<file path="src/rtl/tg_map.svh">
// Register offsets and bit positions of the gated 16-bit timer.
`ifndef TG_MAP_SVH
`define TG_MAP_SVH
`define TG_OFS_TCON 8'h00
`define TG_OFS_GCON 8'h04
`define TG_OFS_CNTL 8'h08
`define TG_OFS_CNTH 8'h0c
`define TG_OFS_FLAG 8'h10
`define TG_OFS_IEN 8'h14
`define TG_OFS_ICON 8'h18
`define TG_B_ON 0
`define TG_B_SYNC 2
`define TG_B_OSC 3
`define TG_PS_LO 4
`define TG_CS_LO 6
`define TG_B_GSS_LO 0
`define TG_B_GVAL 2
`define TG_B_ARM 3
`define TG_B_SPM 4
`define TG_B_TM 5
`define TG_B_POL 6
`define TG_B_GE 7
`define TG_B_OVF 0
`define TG_B_GEV 1
`define TG_B_PERIPHERAL_IRQ_ENABLE 0
`define TG_B_GIE 1
`define TG_CNT_MAX 16'hffff
`define TG_CNT_ZERO 16'h0000
`define TG_T0_MAX 8'hff
`define TG_T0_ZERO 8'h00
`define TG_PH_LAST 2'h3
`endif

</file>
<file path="src/rtl/tg_pkg.sv">
// Types shared by the gated 16-bit timer.
`default_nettype none
package tg_pkg;
    typedef enum logic [3:0] {
        TG_IDLE = 4'b0001,
        TG_WDATA = 4'b0010,
        TG_RWAIT = 4'b0100,
        TG_RDATA = 4'b1000
    } tg_bus_type;
    typedef enum logic [1:0] {
        TG_CS_INSTR = 2'h0,
        TG_CS_SYS = 2'h1,
        TG_CS_EXT = 2'h2,
        TG_CS_LFO = 2'h3
    } tg_clksel_type;
    typedef enum logic [1:0] {
        TG_GS_PIN = 2'h0,
        TG_GS_T0 = 2'h1,
        TG_GS_PER = 2'h2,
        TG_GS_TEN = 2'h3
    } tg_gatesel_type;
endpackage : tg_pkg
`default_nettype wire

</file>
<file path="src/rtl/tg_timer.sv">
// Gated 16-bit timer with AHB-Lite register access.
// How it works
// - Sync bypass set: external edges count directly, skipping the alignment stage.
// - Switching sync mode may drop or add one increment.
// - Counter byte reads always return a stable registered value.
// - Gating enabled: count on selected clock edges only while gate active.
// - Gate active when gate level equals the polarity bit.
// - Gate source: pin, eight-bit timer wrap, period match, tenth match.
// - Eight-bit timer wrap from FF to 00 makes an internal pulse.
// - Toggle mode: flip-flop toggles per rising gate edge; cleared when off.
// - Single pulse: arm, count during pulse, trailing edge clears arm.
// - Toggle plus single pulse measures one full gate cycle.
// - Gate level status readable, valid even with gating disabled.
// - Falling gate level status sets gate-event flag; may request interrupt.
// - Count wraps FFFF to 0000 and sets sticky overflow flag.
// - Overflow interrupt needs on, overflow, peripheral and global enables.
// - In sleep only asynchronous external counting runs; overflow wakes.
// - Wake continues code; interrupt taken only with global enable.
// - Count feeds capture register and compare match.
// - Special trigger clears count without overflow; software write wins.
// - Timer-on clear stops counting; set counts always or gated.
// - Clock select: instruction, system, pin or crystal, low-freq osc.
// - Writing either count byte clears the prescaler.
// - Clearing timer-on also clears the gate toggle flip-flop.
//
// Added by the designer: the register offsets and register access over AHB-Lite.
`include "tg_map.svh"
`timescale 1ns/1ps
`default_nettype none
module tg_timer (
    input wire logic hclk,
    input wire logic hresetn,
    input wire logic hsel,
    input wire logic [31:0] haddr,
    input wire logic [1:0] htrans,
    input wire logic hwrite,
    input wire logic [2:0] hsize,
    input wire logic [31:0] hwdata,
    input wire logic hready,
    output logic hreadyout,
    output logic hresp,
    output logic [31:0] hrdata,
    input wire logic external_count_input,
    input wire logic osc_input,
    input wire logic low_freq_osc_input,
    input wire logic gate_pin,
    input wire logic [7:0] eight_bit_timer_value,
    input wire logic period_match,
    input wire logic tenth_match,
    input wire logic sleep_mode,
    input wire logic capture_event,
    input wire logic [15:0] compare_value,
    input wire logic special_trigger_enable,
    output logic [15:0] count_value,
    output logic [15:0] capture_value,
    output logic compare_match,
    output logic irq_req,
    output logic wake_req,
    output logic secondary_osc_run
);
    // ------------------------------------------------------------
    // Register state
    // ------------------------------------------------------------
    tg_pkg::tg_bus_type bus_st_r;
    logic [7:0] addr_r;
    logic [7:0] tcon_r;
    logic [7:0] gcon_r;
    logic [15:0] count_r;
    logic ovf_flag_r;
    logic gev_flag_r;
    logic [1:0] ien_r;
    logic [1:0] icon_r;
    logic on;
    logic [1:0] ps;
    logic [1:0] cs;
    logic ge;
    logic spm;
    logic tm;
    logic arm_r;
    logic accept;
    logic wr_en;
    logic wr_lo;
    logic wr_hi;
    logic wr_cnt;
    logic [31:0] rd_val;

    assign on = tcon_r[`TG_B_ON];
    assign ps = tcon_r[`TG_PS_LO +: 2];
    assign cs = tcon_r[`TG_CS_LO +: 2];
    assign ge = gcon_r[`TG_B_GE];
    assign tm = gcon_r[`TG_B_TM];
    assign spm = gcon_r[`TG_B_SPM];

    // ------------------------------------------------------------
    // AHB-Lite slave
    // ------------------------------------------------------------
    // Reads take one wait state so a read right behind a write sees it.
    assign accept = hsel && hready && htrans[1];
    assign hreadyout = (bus_st_r != tg_pkg::TG_RWAIT);
    assign hresp = 1'b0;
    assign wr_en = (bus_st_r == tg_pkg::TG_WDATA);
    assign wr_lo = wr_en && (addr_r == `TG_OFS_CNTL);
    assign wr_hi = wr_en && (addr_r == `TG_OFS_CNTH);
    assign wr_cnt = wr_lo || wr_hi;

    always_ff @(posedge hclk or negedge hresetn)
    begin
        if (!hresetn)
        begin
            bus_st_r <= tg_pkg::TG_IDLE;
            addr_r <= 8'h00;
        end
        else if (accept)
        begin
            addr_r <= haddr[7:0];
            bus_st_r <= hwrite ? tg_pkg::TG_WDATA : tg_pkg::TG_RWAIT;
        end
        else if (bus_st_r == tg_pkg::TG_RWAIT)
            bus_st_r <= tg_pkg::TG_RDATA;
        else
            bus_st_r <= tg_pkg::TG_IDLE;
    end

    logic gval;
    logic gval_r;

    always_comb
    begin
        rd_val = 32'h0000_0000;
        unique case (addr_r)
            `TG_OFS_TCON: rd_val[7:0] = tcon_r;
            `TG_OFS_GCON: rd_val[7:0] = {gcon_r[7:4], arm_r, gval_r,
                                         gcon_r[1:0]};
            `TG_OFS_CNTL: rd_val[7:0] = count_r[7:0];
            `TG_OFS_CNTH: rd_val[7:0] = count_r[15:8];
            `TG_OFS_FLAG: rd_val[1:0] = {gev_flag_r, ovf_flag_r};
            `TG_OFS_IEN: rd_val[1:0] = ien_r;
            `TG_OFS_ICON: rd_val[1:0] = icon_r;
            default: rd_val = 32'h0000_0000;
        endcase
    end

    // Count bytes come from the counter register, never mid-change.
    always_ff @(posedge hclk or negedge hresetn)
    begin
        if (!hresetn)
            hrdata <= 32'h0000_0000;
        else if (bus_st_r == tg_pkg::TG_RWAIT)
            hrdata <= rd_val;
    end

    always_ff @(posedge hclk or negedge hresetn)
    begin
        if (!hresetn)
        begin
            tcon_r <= 8'h00;
            gcon_r <= 8'h00;
            ien_r <= 2'h0;
            icon_r <= 2'h0;
        end
        else if (wr_en)
        begin
            if (addr_r == `TG_OFS_TCON)
                tcon_r <= {hwdata[7:2], 1'b0, hwdata[0]};
            if (addr_r == `TG_OFS_GCON)
                gcon_r <= {hwdata[7:4], 2'b00, hwdata[1:0]};
            if (addr_r == `TG_OFS_IEN)
                ien_r <= hwdata[1:0];
            if (addr_r == `TG_OFS_ICON)
                icon_r <= hwdata[1:0];
        end
    end

    // ------------------------------------------------------------
    // Clock sources and prescaler
    // ------------------------------------------------------------
    logic [3:0] pin_q;
    logic [2:0] pin_d_r;
    logic src_rise_dly_r;
    logic [1:0] ph_r;
    logic [2:0] pre_r;
    logic [2:0] pre_lim;
    logic src_rise;
    logic ext_tick;
    logic lfo_tick;
    logic tick;
    logic async_mode;
    logic pre_out;
    logic cnt_en;

    tg_sync #(.W(4)) u_sync (
        .clk(hclk),
        .rst_n(hresetn),
        .d({gate_pin, low_freq_osc_input, osc_input, external_count_input}),
        .q(pin_q)
    );

    always_ff @(posedge hclk or negedge hresetn)
    begin
        if (!hresetn)
        begin
            pin_d_r <= 3'h0;
            src_rise_dly_r <= 1'b0;
            ph_r <= 2'h0;
        end
        else
        begin
            pin_d_r <= pin_q[2:0];
            src_rise_dly_r <= src_rise;
            ph_r <= ph_r + 2'h1;
        end
    end

    assign src_rise = tcon_r[`TG_B_OSC] ? (pin_q[1] && !pin_d_r[1])
                                        : (pin_q[0] && !pin_d_r[0]);
    // Synchronised mode adds an alignment stage; bypass skips it, so a
    // mode change can drop or repeat one edge.
    assign ext_tick = tcon_r[`TG_B_SYNC] ? src_rise
                                         : src_rise_dly_r;
    assign lfo_tick = pin_q[2] && !pin_d_r[2];
    assign async_mode = (cs == tg_pkg::TG_CS_EXT) && tcon_r[`TG_B_SYNC];

    always_comb
    begin
        unique case (cs)
            tg_pkg::TG_CS_INSTR: tick = (ph_r == `TG_PH_LAST);
            tg_pkg::TG_CS_SYS: tick = 1'b1;
            tg_pkg::TG_CS_EXT: tick = ext_tick;
            tg_pkg::TG_CS_LFO: tick = lfo_tick;
        endcase
    end

    assign pre_lim = 3'((4'h1 << ps) - 4'h1);
    assign pre_out = tick && (pre_r == pre_lim);

    always_ff @(posedge hclk or negedge hresetn)
    begin
        if (!hresetn)
            pre_r <= 3'h0;
        else if (wr_cnt)
            pre_r <= 3'h0;
        else if (tick)
            pre_r <= pre_out ? 3'h0 : pre_r + 3'h1;
    end

    // ------------------------------------------------------------
    // Gate
    // ------------------------------------------------------------
    logic [7:0] t0_prev_r;
    logic t0_wrap_r;
    logic gsrc;
    logic pol_lvl;
    logic pol_prev_r;
    logic tff_r;
    logic base;
    logic base_prev_r;
    logic base_fall;
    logic arm_wr;

    always_ff @(posedge hclk or negedge hresetn)
    begin
        if (!hresetn)
        begin
            t0_prev_r <= 8'h00;
            t0_wrap_r <= 1'b0;
        end
        else
        begin
            t0_prev_r <= eight_bit_timer_value;
            t0_wrap_r <= (t0_prev_r == `TG_T0_MAX) &&
                         (eight_bit_timer_value == `TG_T0_ZERO);
        end
    end

    always_comb
    begin
        unique case (gcon_r[`TG_B_GSS_LO +: 2])
            tg_pkg::TG_GS_PIN: gsrc = pin_q[3];
            tg_pkg::TG_GS_T0: gsrc = t0_wrap_r;
            tg_pkg::TG_GS_PER: gsrc = period_match;
            tg_pkg::TG_GS_TEN: gsrc = tenth_match;
        endcase
    end

    assign pol_lvl = (gsrc == gcon_r[`TG_B_POL]);

    always_ff @(posedge hclk or negedge hresetn)
    begin
        if (!hresetn)
        begin
            pol_prev_r <= 1'b0;
            tff_r <= 1'b0;
        end
        else
        begin
            pol_prev_r <= pol_lvl;
            if (!tm || !on)
                tff_r <= 1'b0;
            else if (pol_lvl && !pol_prev_r)
                tff_r <= !tff_r;
        end
    end

    // Toggle output feeds the single-pulse stage, so both together
    // span one whole source period.
    assign base = tm ? tff_r : pol_lvl;
    assign base_fall = base_prev_r && !base;
    assign arm_wr = wr_en && (addr_r == `TG_OFS_GCON);

    always_ff @(posedge hclk or negedge hresetn)
    begin
        if (!hresetn)
        begin
            base_prev_r <= 1'b0;
            arm_r <= 1'b0;
        end
        else
        begin
            base_prev_r <= base;
            if (arm_wr)
                arm_r <= hwdata[`TG_B_ARM];
            else if (spm && base_fall)
                arm_r <= 1'b0;
        end
    end

    assign gval = spm ? (arm_r && base && base_prev_r) : base;

    always_ff @(posedge hclk or negedge hresetn)
    begin
        if (!hresetn)
            gval_r <= 1'b0;
        else
            gval_r <= gval;
    end

    // ------------------------------------------------------------
    // Counter, capture and compare
    // ------------------------------------------------------------
    logic match_prev_r;
    logic match_now;
    logic sp_clr;
    logic ovf;

    assign cnt_en = on && (!ge || gval) && pre_out &&
                    (!sleep_mode || async_mode);
    assign match_now = on && (count_r == compare_value);
    assign sp_clr = compare_match && special_trigger_enable;
    assign ovf = cnt_en && (count_r == `TG_CNT_MAX) && !wr_cnt && !sp_clr;

    always_ff @(posedge hclk or negedge hresetn)
    begin
        if (!hresetn)
            count_r <= `TG_CNT_ZERO;
        else if (wr_lo)
            count_r[7:0] <= hwdata[7:0];
        else if (wr_hi)
            count_r[15:8] <= hwdata[7:0];
        else if (sp_clr)
            count_r <= `TG_CNT_ZERO;
        else if (cnt_en)
            count_r <= count_r + 16'h0001;
    end

    always_ff @(posedge hclk or negedge hresetn)
    begin
        if (!hresetn)
        begin
            match_prev_r <= 1'b0;
            compare_match <= 1'b0;
            capture_value <= 16'h0000;
        end
        else
        begin
            match_prev_r <= match_now;
            compare_match <= match_now && !match_prev_r;
            if (capture_event)
                capture_value <= count_r;
        end
    end

    assign count_value = count_r;

    // ------------------------------------------------------------
    // Flags, interrupt and wake
    // ------------------------------------------------------------
    logic flag_wr;
    assign flag_wr = wr_en && (addr_r == `TG_OFS_FLAG);

    // Flags clear by writing one; a same-cycle event still sets them.
    always_ff @(posedge hclk or negedge hresetn)
    begin
        if (!hresetn)
        begin
            ovf_flag_r <= 1'b0;
            gev_flag_r <= 1'b0;
        end
        else
        begin
            if (ovf)
                ovf_flag_r <= 1'b1;
            else if (flag_wr && hwdata[`TG_B_OVF])
                ovf_flag_r <= 1'b0;
            if (gval_r && !gval)
                gev_flag_r <= 1'b1;
            else if (flag_wr && hwdata[`TG_B_GEV])
                gev_flag_r <= 1'b0;
        end
    end

    logic ovf_pend;
    logic gev_pend;
    assign ovf_pend = on && ien_r[`TG_B_OVF] && ovf_flag_r &&
                      icon_r[`TG_B_PERIPHERAL_IRQ_ENABLE];
    assign gev_pend = ien_r[`TG_B_GEV] && gev_flag_r && icon_r[`TG_B_PERIPHERAL_IRQ_ENABLE];

    always_ff @(posedge hclk or negedge hresetn)
    begin
        if (!hresetn)
        begin
            irq_req <= 1'b0;
            wake_req <= 1'b0;
            secondary_osc_run <= 1'b0;
        end
        else
        begin
            irq_req <= icon_r[`TG_B_GIE] &&
                       (ovf_pend || gev_pend);
            wake_req <= sleep_mode && ovf_pend;
            secondary_osc_run <= tcon_r[`TG_B_OSC];
        end
    end
endmodule : tg_timer
`default_nettype wire

</file>
<file path="src/rtl/tg_sync.sv">
// Two-stage synchroniser for a group of asynchronous pins.
`timescale 1ns/1ps
`default_nettype none
module tg_sync #(
    parameter int W = 1
) (
    input wire logic clk,
    input wire logic rst_n,
    input wire logic [W-1:0] d,
    output logic [W-1:0] q
);
    logic [W-1:0] meta_r;

    always_ff @(posedge clk or negedge rst_n)
    begin
        if (!rst_n)
        begin
            meta_r <= '0;
            q <= '0;
        end
        else
        begin
            meta_r <= d;
            q <= meta_r;
        end
    end
endmodule : tg_sync
`default_nettype wire

</file>
<file path="config.mk">
export PLATFORM = sky130hd
export DESIGN_NAME = tg_timer
export DESIGN_NICKNAME = d
export VERILOG_FILES = /design/src/rtl/tg_pkg.sv /design/src/rtl/tg_timer.sv /design/src/rtl/tg_sync.sv
export VERILOG_INCLUDE_DIRS = /design/src /design/src/rtl
export SDC_FILE = /design/constraint.sdc
export NUM_CORES = 1
export LEC_CHECK = 0
export BUFFER_PORTS_ARGS = -buffer_cell sky130_fd_sc_hd__buf_2
export CORE_AREA = 2 2 106 108
export CTS_BUF_LIST = sky130_fd_sc_hd__clkbuf_4
export DETAILED_ROUTE_END_ITERATION = 7
export DIE_AREA = 0 0 108 110
export GPL_TIMING_DRIVEN = 0
export PLACE_DENSITY = 0.79
export SLEW_MARGIN = 20
export SYNTH_ARGS = -nofsm -noshare
export SYNTH_HDL_FRONTEND = slang
export SYNTH_HIERARCHICAL = 1
export SYNTH_SLANG_ARGS = --single-unit
</file>
<file path="constraint.sdc">
create_clock -name hclk -period 2.6 [get_ports hclk]
set_input_delay 0.52 -clock hclk [delete_from_list [all_inputs] [get_ports hclk]]
set_output_delay 0.52 -clock hclk [all_outputs]
set_load 0.03 [all_outputs]
</file>
* Yosys cells after proc, flatten, opt, wreduce, memory -nomap -nowiden
Index checks and enable logic that the tools add are counted.
** Storage, ports and cells
- Register bits :: 107
- Input bits :: 107
- Logic and storage cells :: 157
** Operators by class
- Add/subtract/negate cells :: 4
- Eq/ne operators :: 22
- Shift-type cells :: 1
- Muxes and demuxes :: 27
- Bitwise operators :: 1
- Reductions and logical operators :: 72
** Operators by type and width (count)
- 1-bit logical AND :: 36
- 16-bit two-way mux :: 2
- 8-bit by 5-bit == test with 1-bit output (second input constant) :: 3
- 8-bit two-way mux :: 3
- 6-bit case mux with 4 select lines :: 1
- 16-bit by 1-bit adder with 16-bit output (second input constant) :: 1
- 16-bit == test :: 1
- 16-bit == test (second input constant) :: 1
- 8-bit by 4-bit == test with 1-bit output (second input constant) :: 2
- 8-bit logical NOT :: 2
- 1-bit logical NOT :: 14
- 2-bit case mux with 7 select lines :: 1
- 1-bit two-way mux :: 12
- 3-bit two-way mux :: 4
- 2-bit AND reduction :: 6
- 2-bit == test (second input constant) :: 5
- 2-bit nonzero test :: 5
- 8-bit by 3-bit == test with 1-bit output (second input constant) :: 1
- 8-bit == test (second input constant) :: 1
- 4-bit two-way mux :: 2
- 1-bit case mux with 4 select lines :: 2
- 3-bit nonzero test :: 2
- 1-bit logical OR :: 5
- 2-bit by 1-bit == test with 1-bit output (second input constant) :: 2
- 12 further kinds :: 13

* Longest topological paths before layout
- Depth after elaboration :: 15
- Gate-level depth with buffers :: 8

* Modules after synthesis
The synthesis kept the hierarchy.
** By module, submodules not included
- tg_timer :: instances 1, cells an instance 473, area each 5121.2 um^2, seq. area each 2478.6 um^2
- tg_sync :: instances 1, cells an instance 8, area each 200.2 um^2, seq. area each 200.2 um^2

* Worst setup path after synthesis
Ideal clock, no wire load.
- Path kind :: input-to-reg
- Start point :: in tenth_match
- End point :: reg count_r[0], in the netlist count_value[0]
- Setup time :: 125 ps
- Arrival time :: 2211 ps
- Data required time :: 2475 ps
- Path slack :: 264 ps
- Stages on the path :: 6
- Cells stage by stage :: mux4_2 > xor2_2 > o31ai_2 > and4b_4 > a211oi_4 > mux2_4
** On the way
- Cells in the longest elaborated chain, start to end :: 12
** Ends and longest elaborated chain
- from (decl) :: line tg_timer.sv:49 : input wire logic tenth_match,
- 1-bit case mux with 4 select lines (*) :: line tg_timer.sv:277 : unique case (gcon_r[`TG_B_GSS_LO +: 2])
- 1-bit == test (*) :: line tg_timer.sv:285 : assign pol_lvl = (gsrc == gcon_r[`TG_B_POL]);
- 1-bit two-way mux (*) :: line tg_timer.sv:306 : assign base = tm ? tff_r : pol_lvl;
- 1-bit logical AND (2 in a row) :: line tg_timer.sv:327 : assign gval = spm ? (arm_r && base && base_prev_r) : base;
- 1-bit two-way mux (*) :: line tg_timer.sv:327
- 1-bit logical OR (*) :: line tg_timer.sv:345 : assign cnt_en = on && (!ge || gval) && pre_out &&
- 1-bit logical AND (*) (3 in a row) :: line tg_timer.sv:345
- 3-bit nonzero test (no line) (*)
- 2-bit AND reduction (no line) (*)
- to (signal assigned) :: line tg_timer.sv:354 : count_r <= `TG_CNT_ZERO;
- to (signal assigned) :: line tg_timer.sv:356 : count_r[7:0] <= hwdata[7:0];
- to (signal assigned) :: line tg_timer.sv:360 : count_r <= `TG_CNT_ZERO;
- to (decl) :: line tg_timer.sv:68 : logic [15:0] count_r;
Mark *: on every way between the ends. The rest lies on a longest branch, timed or not.
A chain may end at the register's enable or synchronous reset.

* Final worst setup path
- Start point :: reg gcon_r[0]
- End point :: reg count_r[7], in the netlist count_value[7]
** On the way
- Cells in the longest elaborated chain, start to end :: 13
- Elaborated cells on any way between the ends :: 16
** Ends and longest elaborated chain
- from (decl) :: line tg_timer.sv:67 : logic [7:0] gcon_r;
- from (signal assigned) :: line tg_timer.sv:166 : gcon_r <= {hwdata[7:4], 2'b00, hwdata[1:0]};
- 2-bit == test (tied with other cells) :: line tg_timer.sv:277
- 1-bit case mux with 4 select lines (*) :: line tg_timer.sv:277
- 1-bit == test (*) :: line tg_timer.sv:285
- 1-bit two-way mux (*) :: line tg_timer.sv:306
- 1-bit logical AND (2 in a row) :: line tg_timer.sv:327
- 1-bit two-way mux (*) :: line tg_timer.sv:327
- 1-bit logical OR (*) :: line tg_timer.sv:345
- 1-bit logical AND (*) (3 in a row) :: line tg_timer.sv:345
- 3-bit nonzero test (no line) (*)
- 2-bit AND reduction (no line) (*)
Marked as above.

==> results.md <==
* Outcome: finished, final reports clean
* Final ANT Viol Nets at 0
* Final wirelength at 13,800 µm
* Worst slew pin tran at 638 ps
* Post-DP HPWL at 10,400 µm
* Post-synthesis average cell area at 11.1 µm²
* CP Class: reg2reg
* Final Max Tran Viols at 0
* Cell Pwr Density at 563 nW/µm²
* Starting DRT DRC Count at 361
* Routed vias at 4,294
* CP top delay family: simple AND/OR/NAND/NOR gates
* Post-synthesis compound-gate area fraction at 0.114
* Register bit total from synthesis at 107
* GP Congestion at 0.953
* Clock root cell: clkbuf_4
* Simple-gate area share of the yosys netlist at 0.154
* Worst reg2reg setup slack at 70 ps
* Vias per cell at 5.63
* Sequential fraction of the synthesis area at 0.503
* Final nets at 729
* Main synth FF type: dfrtp_1
* Starting density of the core at 0.497
* Cell count after synthesis at 481
* Count of different cell masters after synthesis at 69
* DR WL/cell at 18.1 µm
* H-tree depth at 3
* Minimum clock period at 2530 ps
* Hold path start: external_count_input
* First-pass GRT wire length at 21,700 µm
* R2r worst-path depth at 6
* Relative slew slack at 0.574
* IO Count at 177
* Adder-cell area share of the yosys netlist at 0.00705
* Clock-pin slew on the worst setup and hold paths at 150 ps
* Mux contribution to synthesized area at 0.124
* Worst min-delay path class: in2reg
* Slowest-stage cell, CP: mux4_2
* EDFF count, synth at 0
* Die Y at 110 µm
* Met1 Use GR at 0.345
* Hold depth at 1
* Max clock buf depth at 2
* DR pass1 iterations at 6
* RSZ-0062 raised after global routing: no
* Most common cell after layout, fill and taps aside: dfrtp_1
* Critical Path, Cell by Cell: mux4_2 > xor2_2 > o31ai_2 > nand4b_1 > nor4b_1 > o22ai_1
* Hold Crit Endpoint: u_sync/meta_r[0]$_DFF_PN0_
* GRT overflow at 0
* CP Launch Type: flop
* Most frequent cells in the layout: 106 x dfrtp_1, 98 x buf_2, 45 x nand2_1
* Total leakage power at 2.99 nW
* CTS tree: yes
* Achievable Freq at 0.396 GHz
* Clock Sinks at 107
* Crit path arrival time at 2890 ps
* Largest fanout on the critical path at 7
* Launch point of the worst path: gcon_r[0]$_DFFE_PN0P_
* Max-cap violations at 0
* FF-to-FF Start: gcon_r[0]$_DFFE_PN0P_
* Post-Synthesis Cell Area at 5320 µm²
* Critical Path Max Stage Delay at 540 ps
* CTS Buf Count at 9
* Worst Skew at 30.0 ps
* Setup TNS at 0 ps
* Hold Fails Final Rpt at 0
* Port Buf Inserts at 98
* Largest net degree at the start of global routing at 60
* Die Width at 108 µm
* Final setup fails at 0
* Max VDD drop at 0.263 mV
* Core Region at 10,700 µm²
* Worst-Skew Late Latency at 490 ps
* Warnings from Yosys at 6
* Antenna violations before repair at 0
* Met2 Track Usage GR at 0.378
* Largest family of logic cells by synthesized area: simple AND/OR/NAND/NOR gates
* Antenna diode count at 0
* GRT met3 Usage at 0.0335
* Worst R2R End: count_value[7]$_DFFE_PN0P_
* Async SR Flop Fraction at 1.00
* CP Buf/Inv Count at 0
* Residual DRC at 0
* Worst Path Required at 2960 ps
* Total GRT Usage at 0.244
* Grt peak-use layer: met2
* Area Growth Syn to Fin at 18.5%
* XOR/XNOR Fraction of Synth Area at 0.0327
* Final cycle utilization of the critical path at 0.971
* Die area at 11,900 µm²
* Critical Path Sink Type: flop
* Cell Rows at 38
* Fin util at 0.589
* Vias in the first global route at 4,047
* Layout cells sized above 1 at 0.339
-- per-stage QoR --
stage / power, mW / cells / worst slack [ps] / area (µm²) / hold WS, ps
2_1_floorplan: 2.43 / 505 / 264 / 5410 / 224
3_3_place_gp: 2.67 / 743 / -107 / 6080 / 334
3_5_place_dp: 2.71 / 744 / -37.3 / 6110 / 337
4_1_cts: 3.57 / 760 / 32.1 / 6270 / 117
5_1_grt: 3.72 / 763 / 1.04 / 6300 / 117
6_report: 3.55 / 763 / 74.3 / 6300 / 141
-- power breakdown --
group	internal [mW]	total (mW)	switching (mW)	leakage, nW
Sequential	1.78	1.93	0.146	1.35
Combinational	0.321	0.750	0.429	1.57
Clock	0.307	0.869	0.562	0.0724
Total	2.41	3.55	1.14	2.99
-- synth_stat cells, drive strengths merged, types with 11 or more instances --
cell type	instances	area [µm²]
clkbuf	19	81.3
nand2	46	175
inv	14	52.6
a21oi	20	100
o21ai	23	115
nor2	24	90.1
dfrtp	106	2650
buf	27	204
xnor2	13	114
nor4	11	75.1
mux2	39	447
nand3	21	110
-- flip-flops by register name, summed over array words and instances, names as in the netlist, 2 cells and up --
signal / count
pre_r: 3
tcon_r: 7
pin_d_r: 3
count_value: 16
icon_r: 2
addr_r: 8
gcon_r: 6
capture_value: 16
ien_r: 2
ph_r: 2
hrdata: 8
u_sync/q: 4
t0_prev_r: 8
bus_st_r: 4
u_sync/meta_r: 4
-- per-layer routing --
layer	part of all wire	up-vias
met2	0.48	192
met3	0.058	31
met4	0.028	0
li1	-	1975
met1	0.44	2096
met5	0	-
-- cell families after synthesis --
| group | after synthesis |
|---|---|
| buf+inv | 61 |
| compound gates | 88 |
| xor+xnor | 19 |
| mux | 50 |
| simple gates | 152 |
| other cells | 1 |
| fa+ha+maj | 3 |
| flops | 107 |
-- layout make-up --
cell class                      instances  area, µm²
Fill cell                             938       4390
Sequential cell                       107       2680
Multi-Input combinational cell        337       2410
Timing Repair Buffer                  104        564
Buffer                                 45        283
Tap cell                              140        175
Clock buffer                           10       75.1
Clock inverter                          5       61.3
Inverter                               15       57.6
-- how the worst max path moves through the flow --
| stage | slack, ps | cells past startpoint | endpoint |
|---|---|---|---|
| 3_5_place_dp | -40 | 7 | count_value[0]$_DFFE_PN0P_ |
| 5_1_grt | 1 | 7 | count_value[12]$_DFFE_PN0P_ |
| 6_report | 70 | 6 | count_value[7]$_DFFE_PN0P_ |
| 3_3_place_gp | -110 | 1 | capture_value[0]$_DFFE_PN0P_ |
| 4_1_cts | 30 | 3 | hreadyout |
| 2_1_floorplan | 260 | 6 | count_value[0]$_DFFE_PN0P_ |
-- timing repair --
item,CTS,global route
resized for setup,2,4
buffers inserted,0,4
endpoints found under the hold margin,47,0
pin swaps,0,3
endpoints found under the setup margin,1,9
hold buffers,1,0
Power figures use the tool's default switching activity.
